$ cat src/design/can_buf_pkg.sv
// Purpose: Shared constants, types and byte-order helpers for the CAN buffering block
// Assumes: 200 MHz mclk, 1 Mbit/s bus, no bit stuffing or CRC on the wire
// Notes: Frame image is 13 bytes: 4 identifier, 8 data, 1 length (byte 0 at the top)
// Behaviour
// RL1: Only one receive and one transmit pin
// RL2: Transmit pin low dominant, high recessive
// RL3: Standard and extended identifier frames both handled
// RL4: Data field carries zero to eight bytes
// RL5: Rearbitrate right after previous frame ends
// RL6: Lowest priority value among pending sent first
// RL7: Three independent transmit slots
// RL8: Two receive stages behind one host window
// RL9: Background stage internal, host sees foreground only
// RL10: Each receive stage holds thirteen bytes
// RL11: Full flag means accepted frame in foreground
// RL12: Good frame copied forward, flag set, event
// RL13: Copy only while full flag is clear
// RL14: Interrupt only when unmasked; flag pollable
// RL15: Ready for next frame after the gap
// RL16: Host reads foreground then clears flag
// RL17: Both stages full: discard, overrun, stay active
// RL18: Own frames reach background only, no event; with loopback set the code copies them forward with an event
// RL19: Copy only on acceptance filter hit
// RL20: Foreground stable while full flag set
package can_buf_pkg;

  localparam int FRAME_BYTES = 13;
  localparam int FRAME_BITS = FRAME_BYTES * 8;
  localparam int ID_BYTES = 4;
  localparam int ID_BITS = ID_BYTES * 8;
  localparam int HDR_BITS = ID_BITS + 8;
  localparam int DLC_BYTE = 12;
  localparam int NUM_TX = 3;
  localparam int PRIO_W = 8;
  localparam int CNT_W = 7;
  localparam int TIMER_W = 8;

  // Bit timing derived from the bus rate
  localparam int CLK_PERIOD_NS = 5;
  localparam int BIT_TIME_NS = 1000;
  localparam int BIT_CYCLES = BIT_TIME_NS / CLK_PERIOD_NS;
  localparam logic [TIMER_W-1:0] BIT_LAST = TIMER_W'(BIT_CYCLES - 1);
  localparam logic [TIMER_W-1:0] SAMPLE_AT = TIMER_W'(BIT_CYCLES / 2);

  // Recessive bits that close a frame (end field plus gap)
  localparam logic [3:0] GAP_BITS = 4'ha;
  localparam logic [3:0] MAX_DLC = 4'h8;
  localparam logic [CNT_W-1:0] HDR_CNT = CNT_W'(HDR_BITS);

  // Field positions in the transfer order and the layout image
  localparam int DLC_ORDER_LSB = FRAME_BITS - HDR_BITS;
  localparam int IDE_POS = FRAME_BITS - 13;
  localparam int ID_LSB = FRAME_BITS - ID_BITS;
  localparam logic [ID_BITS-1:0] STD_IGNORE = 32'h0000ffff;

  typedef logic [FRAME_BITS-1:0] frame_t;
  typedef enum logic [1:0] {st_gap, st_idle, st_tx, st_rx} eng_state_t;

  // Layout byte sent as the b-th byte: identifier, length, then data
  function automatic int layout_byte(input int b);
    if (b < ID_BYTES) return b;
    if (b == ID_BYTES) return DLC_BYTE;
    return b - 1;
  endfunction

  function automatic frame_t to_order(input frame_t lay);
    frame_t o;
    o = '0;
    for (int b = 0; b < FRAME_BYTES; b++)
      o[FRAME_BITS-1-8*b -: 8] = lay[FRAME_BITS-1-8*layout_byte(b) -: 8];
    return o;
  endfunction

  function automatic frame_t to_layout(input frame_t o);
    frame_t lay;
    lay = '0;
    for (int b = 0; b < FRAME_BYTES; b++)
      lay[FRAME_BITS-1-8*layout_byte(b) -: 8] = o[FRAME_BITS-1-8*b -: 8];
    return lay;
  endfunction

endpackage

$ cat src/design/can_msg_buf.sv
// Purpose: CAN message storage: three transmit slots, two-stage receive path, pin engine
// Assumes: Bus frames are 1 start bit plus header and data, unstuffed, no CRC or ack slot
// Notes: Host side is plain ports; only the foreground stage is visible to it
module can_msg_buf
  import can_buf_pkg::*;
(
  input wire logic mclk,
  input wire logic rst_n,
  input wire logic bus_receive_pin,
  output logic bus_transmit_pin,
  input wire logic tx_load,
  input wire logic [1:0] tx_sel,
  input wire frame_t tx_frame,
  input wire logic [PRIO_W-1:0] tx_prio,
  output logic [NUM_TX-1:0] tx_empty,
  output logic tx_done,
  output frame_t rx_frame,
  output logic receive_full_flag,
  input wire logic rx_clear,
  input wire logic rx_irq_en,
  output logic rx_event,
  output logic rx_irq,
  input wire logic overrun_en,
  output logic overrun,
  input wire logic loopback,
  input wire logic [ID_BITS-1:0] acc_code,
  input wire logic [ID_BITS-1:0] acc_mask
);

  logic rx_level;
  frame_t slot_frame [NUM_TX];
  logic [PRIO_W-1:0] slot_prio [NUM_TX];
  logic [NUM_TX-1:0] slot_pending;
  logic [NUM_TX-1:0] slot_done;
  logic [NUM_TX-1:0] empty_ff;

  // Receive pin enters through three synchroniser flops and a filter flop
  pin_sync u_rx_sync (
    .mclk(mclk),
    .rst_n(rst_n),
    .pin_in(bus_receive_pin), // RL1
    .level(rx_level)
  );

  // Three identical transmit slots
  for (genvar i = 0; i < NUM_TX; i++)
  begin : g_slot
    tx_slot u_slot (
      .mclk(mclk),
      .rst_n(rst_n),
      .load(tx_load && (tx_sel == 2'(i))), // RL7
      .load_frame(tx_frame),
      .load_prio(tx_prio),
      .done(slot_done[i]),
      .frame(slot_frame[i]),
      .prio(slot_prio[i]),
      .pending(slot_pending[i])
    );
  end

  // Pick the pending slot with the lowest priority value; lower index wins ties
  logic [1:0] best_sel;
  logic any_pending;
  always_comb
  begin
    best_sel = 2'h0;
    any_pending = 1'b0;
    for (int i = 0; i < NUM_TX; i++)
    begin
      if (slot_pending[i] && (!any_pending || slot_prio[i] < slot_prio[best_sel]))
      begin
        best_sel = 2'(i); // RL6
        any_pending = 1'b1;
      end
    end
  end

  // Engine state
  eng_state_t state_ff, nxt_state;
  logic [TIMER_W-1:0] timer_ff, nxt_timer;
  logic [CNT_W-1:0] bit_cnt_ff, nxt_bit_cnt;
  logic [3:0] gap_cnt_ff, nxt_gap_cnt;
  logic [1:0] sel_ff, nxt_sel;
  logic txpin_ff, nxt_txpin;
  frame_t order_ff, nxt_order;
  logic own_ff, nxt_own;
  logic done_pulse_ff, nxt_done_pulse;
  logic end_frame;
  frame_t tx_order;
  logic [3:0] dlc_c;
  logic [CNT_W-1:0] total_bits;

  assign tx_order = to_order(slot_frame[sel_ff]);

  // Bit engine: gap wait, idle, transmit with arbitration, receive
  always_comb
  begin
    nxt_state = state_ff;
    nxt_timer = timer_ff;
    nxt_bit_cnt = bit_cnt_ff;
    nxt_gap_cnt = gap_cnt_ff;
    nxt_sel = sel_ff;
    nxt_txpin = txpin_ff;
    nxt_order = order_ff;
    nxt_own = own_ff;
    nxt_done_pulse = 1'b0;
    end_frame = 1'b0;
    dlc_c = 4'h0;
    total_bits = HDR_CNT;
    nxt_timer = (timer_ff == BIT_LAST) ? '0 : timer_ff + 1'b1;
    case (state_ff)
      st_gap:
      begin
        nxt_txpin = 1'b1; // RL2
        if (timer_ff == SAMPLE_AT)
        begin
          if (!rx_level)
            nxt_gap_cnt = 4'h0;
          else if (gap_cnt_ff == GAP_BITS - 4'h1)
          begin
            nxt_state = st_idle; // RL15
            nxt_gap_cnt = 4'h0;
          end
          else
            nxt_gap_cnt = gap_cnt_ff + 4'h1;
        end
      end
      st_idle:
      begin
        nxt_timer = '0;
        nxt_bit_cnt = '0;
        nxt_order = '0;
        if (any_pending)
        begin
          nxt_state = st_tx; // RL5
          nxt_sel = best_sel; // RL6
          nxt_txpin = 1'b0; // RL2
          nxt_own = 1'b1;
        end
        else if (!rx_level)
        begin
          nxt_state = st_rx;
          nxt_timer = TIMER_W'(1);
          nxt_own = 1'b0;
        end
      end
      st_tx, st_rx:
      begin
        if (timer_ff == SAMPLE_AT && bit_cnt_ff != '0)
        begin
          nxt_order[FRAME_BITS - 32'(bit_cnt_ff)] = rx_level;
          // Arbitration only within the identifier; losing turns us into a receiver
          if (state_ff == st_tx && txpin_ff && !rx_level && bit_cnt_ff <= CNT_W'(ID_BITS))
          begin
            nxt_state = st_rx; // RL5
            nxt_own = 1'b0;
            nxt_txpin = 1'b1;
          end
          dlc_c = (nxt_order[DLC_ORDER_LSB +: 4] > MAX_DLC) ? MAX_DLC
                  : nxt_order[DLC_ORDER_LSB +: 4]; // RL4
          total_bits = HDR_CNT + {dlc_c, 3'h0};
          if (bit_cnt_ff >= HDR_CNT && bit_cnt_ff == total_bits)
          begin
            end_frame = 1'b1;
            nxt_state = st_gap;
            nxt_gap_cnt = 4'h0;
            nxt_txpin = 1'b1;
            nxt_done_pulse = own_ff && state_ff == st_tx;
          end
        end
        else if (timer_ff == BIT_LAST)
        begin
          nxt_bit_cnt = bit_cnt_ff + 1'b1;
          if (state_ff == st_tx)
            nxt_txpin = tx_order[FRAME_BITS - 1 - 32'(bit_cnt_ff)]; // RL2
        end
      end
      default:
        nxt_state = st_gap;
    endcase
  end

  always_ff @(posedge mclk or negedge rst_n)
  begin
    if (!rst_n)
    begin
      state_ff <= st_gap;
      timer_ff <= '0;
      bit_cnt_ff <= '0;
      gap_cnt_ff <= 4'h0;
      sel_ff <= 2'h0;
      txpin_ff <= 1'b1;
      order_ff <= '0;
      own_ff <= 1'b0;
      done_pulse_ff <= 1'b0;
    end
    else
    begin
      state_ff <= nxt_state;
      timer_ff <= nxt_timer;
      bit_cnt_ff <= nxt_bit_cnt;
      gap_cnt_ff <= nxt_gap_cnt;
      sel_ff <= nxt_sel;
      txpin_ff <= nxt_txpin;
      order_ff <= nxt_order;
      own_ff <= nxt_own;
      done_pulse_ff <= nxt_done_pulse;
    end
  end

  // Slot release the cycle the completion pulse is registered
  always_comb
  begin
    slot_done = '0;
    if (done_pulse_ff)
      slot_done[sel_ff] = 1'b1;
  end

  // Receive stages; background is never driven onto a port
  frame_t bg_ff, nxt_bg;
  frame_t fg_ff, nxt_fg;
  logic bg_full_ff, nxt_bg_full;
  logic full_ff, nxt_full;
  logic event_ff, nxt_event;
  logic irq_ff, nxt_irq;
  logic ovr_ff, nxt_ovr;
  frame_t got_lay;
  logic [ID_BITS-1:0] eff_mask;
  logic hit;

  assign got_lay = to_layout(nxt_order);
  assign eff_mask = got_lay[IDE_POS] ? acc_mask : (acc_mask | STD_IGNORE); // RL3
  assign hit = ((got_lay[FRAME_BITS-1:ID_LSB] ^ acc_code) & ~eff_mask) == '0; // RL19

  // Frame landing, ping-pong copy and host clear
  always_comb
  begin
    nxt_bg = bg_ff;
    nxt_fg = fg_ff;
    nxt_bg_full = bg_full_ff;
    nxt_full = full_ff;
    nxt_event = 1'b0;
    nxt_ovr = 1'b0;
    if (rx_clear)
      nxt_full = 1'b0; // RL16
    // Copy one cycle after landing, only into a free foreground
    if (bg_full_ff && !full_ff)
    begin
      nxt_fg = bg_ff; // RL13
      nxt_full = 1'b1; // RL12
      nxt_event = 1'b1; // RL11
      nxt_bg_full = 1'b0;
    end
    if (end_frame)
    begin
      if (own_ff && !loopback)
      begin
        if (!bg_full_ff)
          nxt_bg = got_lay; // RL18
      end
      else if (bg_full_ff && full_ff)
        nxt_ovr = overrun_en; // RL17
      else if (!nxt_bg_full || !bg_full_ff)
      begin
        nxt_bg = got_lay; // RL10
        nxt_bg_full = hit; // RL19
      end
    end
    nxt_irq = nxt_full && rx_irq_en; // RL14
  end

  always_ff @(posedge mclk or negedge rst_n)
  begin
    if (!rst_n)
    begin
      bg_ff <= '0;
      fg_ff <= '0;
      bg_full_ff <= 1'b0;
      full_ff <= 1'b0;
      event_ff <= 1'b0;
      irq_ff <= 1'b0;
      ovr_ff <= 1'b0;
      empty_ff <= '1;
    end
    else
    begin
      bg_ff <= nxt_bg;
      fg_ff <= nxt_fg;
      bg_full_ff <= nxt_bg_full;
      full_ff <= nxt_full;
      event_ff <= nxt_event;
      irq_ff <= nxt_irq;
      ovr_ff <= nxt_ovr;
      empty_ff <= ~slot_pending;
    end
  end

  // Outputs straight from flops
  assign bus_transmit_pin = txpin_ff;
  assign tx_empty = empty_ff;
  assign tx_done = done_pulse_ff;
  assign rx_frame = fg_ff; // RL8 RL9
  assign receive_full_flag = full_ff;
  assign rx_event = event_ff;
  assign rx_irq = irq_ff;
  assign overrun = ovr_ff;
endmodule // can_msg_buf

$ cat src/design/pin_sync.sv
// Purpose: Three-stage synchroniser for the receive pin
// Assumes: Pin idles recessive (high)
// Notes: Output moves only when stages two and three agree
module pin_sync
  import can_buf_pkg::*;
(
  input wire logic mclk,
  input wire logic rst_n,
  input wire logic pin_in,
  output logic level
);

  logic s1_ff, s2_ff, s3_ff, level_ff;
  logic nxt_level;

  // Filter: a one-sample glitch past stage two never reaches the engine
  always_comb
  begin
    nxt_level = level_ff;
    if (s2_ff == s3_ff)
      nxt_level = s3_ff;
  end

  always_ff @(posedge mclk or negedge rst_n)
  begin
    if (!rst_n)
    begin
      s1_ff <= 1'b1;
      s2_ff <= 1'b1;
      s3_ff <= 1'b1;
      level_ff <= 1'b1;
    end
    else
    begin
      s1_ff <= pin_in;
      s2_ff <= s1_ff;
      s3_ff <= s2_ff;
      level_ff <= nxt_level;
    end
  end

  assign level = level_ff;
endmodule // pin_sync

$ cat src/design/tx_slot.sv
// Purpose: One transmit slot: frame image, local priority, pending mark
// Assumes: Load and done come from logic on mclk
// Notes: A load while pending is ignored so a queued frame is never torn
module tx_slot
  import can_buf_pkg::*;
(
  input wire logic mclk,
  input wire logic rst_n,
  input wire logic load,
  input wire frame_t load_frame,
  input wire logic [PRIO_W-1:0] load_prio,
  input wire logic done,
  output frame_t frame,
  output logic [PRIO_W-1:0] prio,
  output logic pending
);

  frame_t frame_ff, nxt_frame;
  logic [PRIO_W-1:0] prio_ff, nxt_prio;
  logic pending_ff, nxt_pending;

  // Slot fill and release
  always_comb
  begin
    nxt_frame = frame_ff;
    nxt_prio = prio_ff;
    nxt_pending = pending_ff;
    if (done)
      nxt_pending = 1'b0;
    else if (load && !pending_ff)
    begin
      nxt_frame = load_frame; // RL7
      nxt_prio = load_prio;
      nxt_pending = 1'b1;
    end
  end

  always_ff @(posedge mclk or negedge rst_n)
  begin
    if (!rst_n)
    begin
      frame_ff <= '0;
      prio_ff <= '0;
      pending_ff <= 1'b0;
    end
    else
    begin
      frame_ff <= nxt_frame;
      prio_ff <= nxt_prio;
      pending_ff <= nxt_pending;
    end
  end

  assign frame = frame_ff;
  assign prio = prio_ff;
  assign pending = pending_ff;
endmodule // tx_slot

$ cat config.mk
export PLATFORM = sky130hd
export DESIGN_NAME = can_msg_buf
export DESIGN_NICKNAME = d
export VERILOG_FILES = /design/src/design/can_buf_pkg.sv /design/src/design/can_msg_buf.sv /design/src/design/pin_sync.sv /design/src/design/tx_slot.sv
export SDC_FILE = /design/constraint.sdc
export NUM_CORES = 1
export LEC_CHECK = 0
export ABC_CLOCK_PERIOD_IN_PS = 6700
export CORE_ASPECT_RATIO = 1.25
export CORE_MARGIN = 3
export CORE_UTILIZATION = 64
export CTS_BUF_LIST = sky130_fd_sc_hd__clkbuf_8 sky130_fd_sc_hd__clkbuf_16
export DETAILED_ROUTE_END_ITERATION = 6
export DONT_BUFFER_PORTS = 1
export GPL_TIMING_DRIVEN = 0
export PLACE_DENSITY_LB_ADDON = 0.15
export SETUP_SLACK_MARGIN = 0.05
export SYNTH_ARGS = -nofsm -noshare
export SYNTH_HDL_FRONTEND = slang
export SYNTH_HIERARCHICAL = 1
export SYNTH_SLANG_ARGS = --single-unit
export TNS_END_PERCENT = 50
$ cat constraint.sdc
create_clock -name mclk -period 6.7 [get_ports mclk]
set_clock_uncertainty 0.1 [all_clocks]
set_input_delay 0.335 -clock mclk [delete_from_list [all_inputs] [get_ports mclk]]
set_output_delay 0.335 -clock mclk [all_outputs]
set_load 0.05 [all_outputs]
-- After elaboration in Yosys (flattened, before gate mapping)
Cells that the tools add are included.
- bitwise gates (word level): 9
- reduce and logical (&&, ||, !) cells: 54
- equal/unequal tests: 26
- $add $sub $neg: 6
- order comparisons: 12
- multiplexer cells: 84
- operator list (operator ; number):
    $mux W104 ; 7
    $bmux W104 S2 ; 1
    $pmux W104 S2 ; 1
    $bwmux W104 ; 1
    $lt A32 B8 Y1 const B ; 2
    $mux W1 ; 42
    $and A32 B32 Y32 ; 1
    $ge A32 B1 Y1 const B ; 1
    $logic_not A32 Y1 ; 1
    $mux W8 ; 4
    $not A32 Y32 ; 1
    $xor A32 B32 Y32 ; 1
    $mux W4 ; 6
    $logic_and A1 B1 Y1 ; 20
    $ne A2 B2 Y1 const B ; 10
    $mux W2 ; 9
    $bmux W8 S2 ; 1
    $lt A8 B8 Y1 ; 2
    $mux W16 ; 1
    $reduce_and A4 Y1 ; 4
    $sub A7 B7 Y8 const A ; 2
    $mux W7 ; 2
    $pmux W7 S2 ; 1
    $ne A3 B3 Y1 const B ; 4
    other kinds (40) ; 66
- word-level logic and storage cells: 221
- bits in registers: 689
- output and inout bits: 113

-- Depth between registers and ports, before layout
- depth after elaboration: 16
- gate-level depth with buffers: 25

-- By module
Netlist, hierarchy kept.
- by module, submodules not included (module ; seq. area each (sq um) ; times used ; area an instance (sq um) ; cells each):
    can_msg_buf ; 8663.3 ; 1 ; 20639.8 ; 2018
    tx_slot ; 2827.7 ; 3 ; 4221.5 ; 240
    pin_sync ; 105.1 ; 1 ; 116.4 ; 5

-- Least setup slack after synthesis
OpenSTA, ideal clock, no wires.
- path kind: register to register
- from: register bit_cnt_ff[0]
- to: register bg_ff[100]
- path slack: 0.840 ns
- cell stages (with the launch flop): 26
- path buffers: 9
- arrival time: 5.635 ns
- clock period less this slack: 5.860 ns
- setup time: 0.125 ns
- path through: dfrtp_1 > buf_2 > buf_1 > inv_1 > clkbuf_1 > clkbuf_1 > buf_1 > ha_1 > ha_1 > or2_2 > nor4_1 > nand3_1 > a21oi_1 > nor2_1 > ha_1 > xor2_1 > nand2_1 > nor4b_2 > a211oi_1 > or4_1 > buf_2 > nand2b_1 > clkbuf_1 > buf_6 > buf_6 > mux2_4
- longest elaborated chain between the ends: 15
- RTL lines (item ; line ; RTL):
    start: declaration ; can_msg_buf.sv:81 ; logic [CNT_W-1:0] bit_cnt_ff, nxt_bit_cnt;
    start signal: assignment ; can_msg_buf.sv:201 ; bit_cnt_ff <= nxt_bit_cnt;
    $sub A7 B7 Y8 ; can_msg_buf.sv:151 ; nxt_order[FRAME_BITS - 32'(bit_cnt_ff)] = rx_level;
    $ge A32 B1 Y1 (implied by the code) or $lt A32 B8 Y1 (tied branches) ; can_msg_buf.sv:151 ;
    $logic_and A1 B1 Y1 (implied by the code) ; can_msg_buf.sv:151 ;
    $mux W1 (implied by the code) ; can_msg_buf.sv:151 ;
    $demux W1 S7 ; can_msg_buf.sv:151 ;
    $bwmux W104 ; can_msg_buf.sv:151 ;
    $gt A4 B4 Y1 ; can_msg_buf.sv:159 ; dlc_c = (nxt_order[DLC_ORDER_LSB +: 4] > MAX_DLC) ? MAX_DLC
    $mux W4 ; can_msg_buf.sv:159 ;
    $add A6 B7 Y7 ; can_msg_buf.sv:161 ; total_bits = HDR_CNT + {dlc_c, 3'h0};
    $eq A7 B7 Y1 ; can_msg_buf.sv:162 ; if (bit_cnt_ff >= HDR_CNT && bit_cnt_ff == total_bits)
    $logic_and A1 B1 Y1 ; can_msg_buf.sv:162 ;
    $mux W1 ; can_msg_buf.sv:162 ;
    $mux W1 ; can_msg_buf.sv:149 ; if (timer_ff == SAMPLE_AT && bit_cnt_ff != '0)
    $mux W1 ; can_msg_buf.sv:111 ; case (state_ff)
    $reduce_and A4 Y1 (no source line) ; - ;
    end signal: assignment ; can_msg_buf.sv:287 ; bg_ff <= nxt_bg;
    end: declaration ; can_msg_buf.sv:220 ; frame_t bg_ff, nxt_bg;
Several ways; a longest one is shown, not always the timed one. The select of a mux whose other input is x is not followed.
A chain may end at the register's enable or synchronous reset.

-- Worst setup path after layout
- from: register bit_cnt_ff[0]
- to: register bg_ff[64]
The elaborated chain is that of the path after synthesis.

==> flow_metrics.py <==
metrics = {
    "status": {
        "outcome": "finished with violations",
        "failed_checks": "hold timing, slew limit",
    },
    "power": {
        "leakage_nw": 16.8,
        "peakVddDrop_mv": 0.257,
        "p_per_area_mw_per_mm2": 259,
    },
    "global_route": {
        "grt_pass1_vias": 25200,
        "antenna_found_initial": 7,
        "grt_max_degree": 690,
        "grt_overflow_total": 0,
        "grt_util_all_layers_pct": 36.7,
        "grt_pass1_wl_mm": 153,
    },
    "critical_path": {
        "cpMaxStageDelayCell": "or4_1",
        "arrival_ns": 6.78,
        "end_kind": "register",
        "worstSetupStartpointType": "register",
        "path_buf_inv": 8,
        "critPathKind": "register to register",
        "r2r_end": "bg_ff[64]$_DFFE_PN0P_",
        "crit_family": "simple AND/OR/NAND/NOR gates",
        "regToRegSetupSlack_ns": 0.32,
        "required_ns": 7.10,
        "r2r_cells": 23,
        "slowest_delay_ns": 0.47,
        "r2r_start": "bit_cnt_ff[0]$_DFFE_PN0P_",
        "cp_max_fo": 19,
        "crit_top_cell": "buf_6",
        "crit_chain": "buf_2 > buf_6 > clkinvlp_4 > clkbuf_4 > ha_2 > ha_1 > or2_2 > nor4_1 > nand3_1 > a21oi_4 > nor2_1 > ha_1 > xor2_1 > nand2_1 > nor4b_2 > a211oi_1 > or4_1 > buf_2 > nand2b_1 > clkbuf_2 > buf_6 > buf_6 > mux2_4",
    },
    "final_layout": {
        "multi_input_area_mm2": 0.0151,
        "n_fill_cell": 3361,
        "stdcell_count": 3660,
        "finish.utilization_pct": 73.3,
        "final_nets": 3143,
        "register_area_mm2": 0.0173,
        "syn_to_final_growth_pct": 13.1,
        "drive_above_1_share_pct": 19.5,
    },
    "place": {
        "pre_cts_ws_ns": -1.72,
        "placed_cells": 3408,
        "place.gp.congestion": 0.934,
        "numPortBuffers": 0,
        "dpl.hpwl_mm": 70.8,
    },
    "floorplanning": {
        "die_w_um": 210,
        "row_count": 93,
        "dieArea_mm2": 0.0550,
        "coreArea_mm2": 0.0515,
        "die_h_um": 261,
        "pin_count": 299,
        "initial_core_util_pct": 64.8,
    },
    "sta": {
        "layout_setup_ws_ns": 0.322,
        "period_share_pct": 95.2,
        "slew_viol_final": 559,
        "fin_hold_ws_ns": -0.686,
        "setup_viol": 0,
        "fin_crit_ns": 6.38,
        "max_freq_ghz": 0.157,
        "slew_headroom_pct": -174,
        "worstMarginPinSlew_ns": 4.11,
        "rsz0062_at_grt": "no",
        "hold_viol": 314,
    },
    "logic_synthesis": {
        "synth_area_per_cell_um2": 12.2,
        "synth_area_mm2": 0.0334,
        "async_flop_share_pct": 100,
        "yosys_register_bits": 689,
        "ys.flop_type": "dfrtp_1",
        "seq_area_frac_synth_pct": 51.6,
        "synth-edff-count": 0,
        "yosysWarningCount": 6,
        "synthesis.nets": 2953,
        "synth_cells": 2743,
        "synth_cell_types": 77,
    },
    "clock_network": {
        "cts_max_level": 3,
        "cts_sinks": 689,
        "cts_tree": "built",
        "clk_pin_slew_ns": 0.06,
        "clkLatencyLatePin_ns": 0.63,
        "cts_buffer_depth": 3,
        "cts_buffers": 68,
        "cts_hold_buf": 122,
        "cts_root_buffer": "clkbuf_16",
    },
    "min_path": {
        "hold_class": "input pin to async pin",
    },
    "route": {
        "avgViaCountPerCell": 6.61,
        "wl_met3_mm": 7.29,
        "top_layer": "met4",
        "wl_met1_mm": 38.3,
        "ant_nets": 0,
        "wire_per_inst_um": 27.9,
        "first_iter_violations": 2110,
        "drcViolationCount": 0,
        "via_count": 24200,
        "wl_mm": 102,
        "wl_met2_mm": 50.3,
        "firstDrtPassIters": 5,
    },
    "run": {
        "maxCapViolCount": 0,
    },
}
stage by stage:
stage          power [mW]  cell area [um^2]  setup TNS (ns)
5_1_grt              10.1             37800               0
2_1_floorplan        5.60             33400               0
6_report             9.79             37800               0
3_3_place_gp         5.76             34300         -174.26
3_5_place_dp         5.86             34300         -177.00
4_1_cts              9.78             37800               0
cells in the final DEF (no fill, tap or decap), types with 10 or more instances in the layout:
cell type and n:
clkbuf_16 69, buf_2 19, inv_1 46, buf_1 21
clkbuf_1 110, nor4_1 14, or3_1 11, clkinv_2 10
a221oi_1 57, nand4_1 21, o31ai_1 20, o41ai_1 13
mux2_2 306, a21o_1 11, a22o_1 24, o2111ai_1 13
o21ai_0 173, a21oi_1 64, mux2_1 240, nand2_1 159
buf_6 34, mux2_4 60, clkbuf_8 10, o22ai_1 19
nor2_1 142, nor2b_1 30, nand3_1 31, a31o_2 10
dlygate4sd3_1 122, dfrtp_1 681, o211ai_1 21, xor2_1 10
a2bb2oi_1 10, nor3_1 45, and3_1 11, ha_1 23
mux2i_1 121, xnor2_1 40
timing repair:
item / in CTS / in global routing
gates resized for setup: 10 / 7
setup endpoints to repair: 119 / 104
setup buffers: 1 / 0
hold endpoints to repair: 1033 / 689
cloned: 0 / 0
where the power goes:
group	internal (mW)	total (mW)	switching (mW)
combinational	0.578	1.00	0.423
sequential	4.64	4.92	0.279
clock	2.17	3.87	1.70
worst reg2reg max path: cells and delay by family, from the launching register on:
family	cells	cell delay (ns)
fa+ha+maj	3	0.94
flops	1	0.35
buf+inv	8	1.92
xor+xnor	1	0.23
compound gates	2	0.39
mux	1	0.31
simple gates	8	2.02
worst max path at each step:
stage	slack [ns]	startpoint	cells past startpoint	endpoint
finish	0.32	bit_cnt_ff[0]$_DFFE_PN0P_	23	bg_ff[64]$_DFFE_PN0P_
global route	0.02	bit_cnt_ff[0]$_DFFE_PN0P_	23	bg_ff[86]$_DFFE_PN0P_
CTS	0.17	bit_cnt_ff[0]$_DFFE_PN0P_	23	bg_ff[64]$_DFFE_PN0P_
detailed placement	-1.72	bit_cnt_ff[0]$_DFFE_PN0P_	25	bg_ff[64]$_DFFE_PN0P_
global placement	-1.70	bit_cnt_ff[0]$_DFFE_PN0P_	25	bg_ff[103]$_DFFE_PN0P_
floorplan	0.84	bit_cnt_ff[0]$_DFFE_PN0P_	25	bg_ff[100]$_DFFE_PN0P_
metal layers:
| metal | global-route usage (%) | vias up |
|---|---|---|
| met3 | 7.56 | 338 |
| met2 | 62.3 | 1110 |
| li1 | - | 10400 |
| met4 | 21.6 | 0 |
| met1 | 43.6 | 12300 |
| met5 | 0 | - |
cell usage after synthesis (11+ instances only):
cell,instances,share of area [%]
clkbuf_1,115,1.3
mux2_1,240,8.1
ha_1,24,0.90
o2111ai_1,13,0.34
nand4_1,21,0.39
o41ai_1,13,0.34
buf_6,33,1.1
inv_1,32,0.36
nand2_1,159,1.8
or3_1,11,0.21
dfrtp_1,681,51
buf_2,18,0.27
buf_1,23,0.26
nor2_1,142,1.6
nor3_1,46,0.69
a221oi_1,57,1.5
mux2_4,60,2.7
mux2_2,306,10
and3_1,11,0.21
o211ai_1,21,0.47
nand3_1,31,0.46
a21o_1,11,0.25
o21ai_0,173,2.6
nor4_1,14,0.26
mux2i_1,121,3.6
a22o_1,24,0.63
xor2_1,11,0.29
o22ai_1,19,0.36
a21oi_1,65,0.97
o31ai_1,20,0.45
nor2b_1,31,0.58
xnor2_1,40,1.0
cell families after synthesis:
| logic type | after synthesis | share of synthesized area [%] |
|---|---|---|
| buf+inv | 227 | 3.39 |
| compound gates | 497 | 9.99 |
| mux | 735 | 25.3 |
| simple gates | 519 | 7.48 |
| flops | 689 | 51.6 |
| fa+ha+maj | 25 | 0.932 |
| xor+xnor | 51 | 1.34 |
flip-flops by register name, indices dropped and copies added (netlist names), 2 cells and up:
signal	flops
rx_frame	104
gap_cnt_ff	4
timer_ff	8
g_slot.u_slot/prio	24
order_ff	104
sel_ff	2
tx_empty	3
g_slot.u_slot/pending	3
bg_ff	104
bit_cnt_ff	7
state_ff	2
g_slot.u_slot/frame	312
final cells by class:
cell class              instances  area share, %
well taps                     665           2.20
inverters                      35          0.357
multi-input cells            1827           39.9
plain buffers                 189           2.66
clock inverters                44           1.06
repair buffers                123           3.25
clock buffers                  79           4.93
diodes                          9         0.0596
flip-flops and latches        689           45.6
No activity file was read; power rests on OpenSTA's default activity.
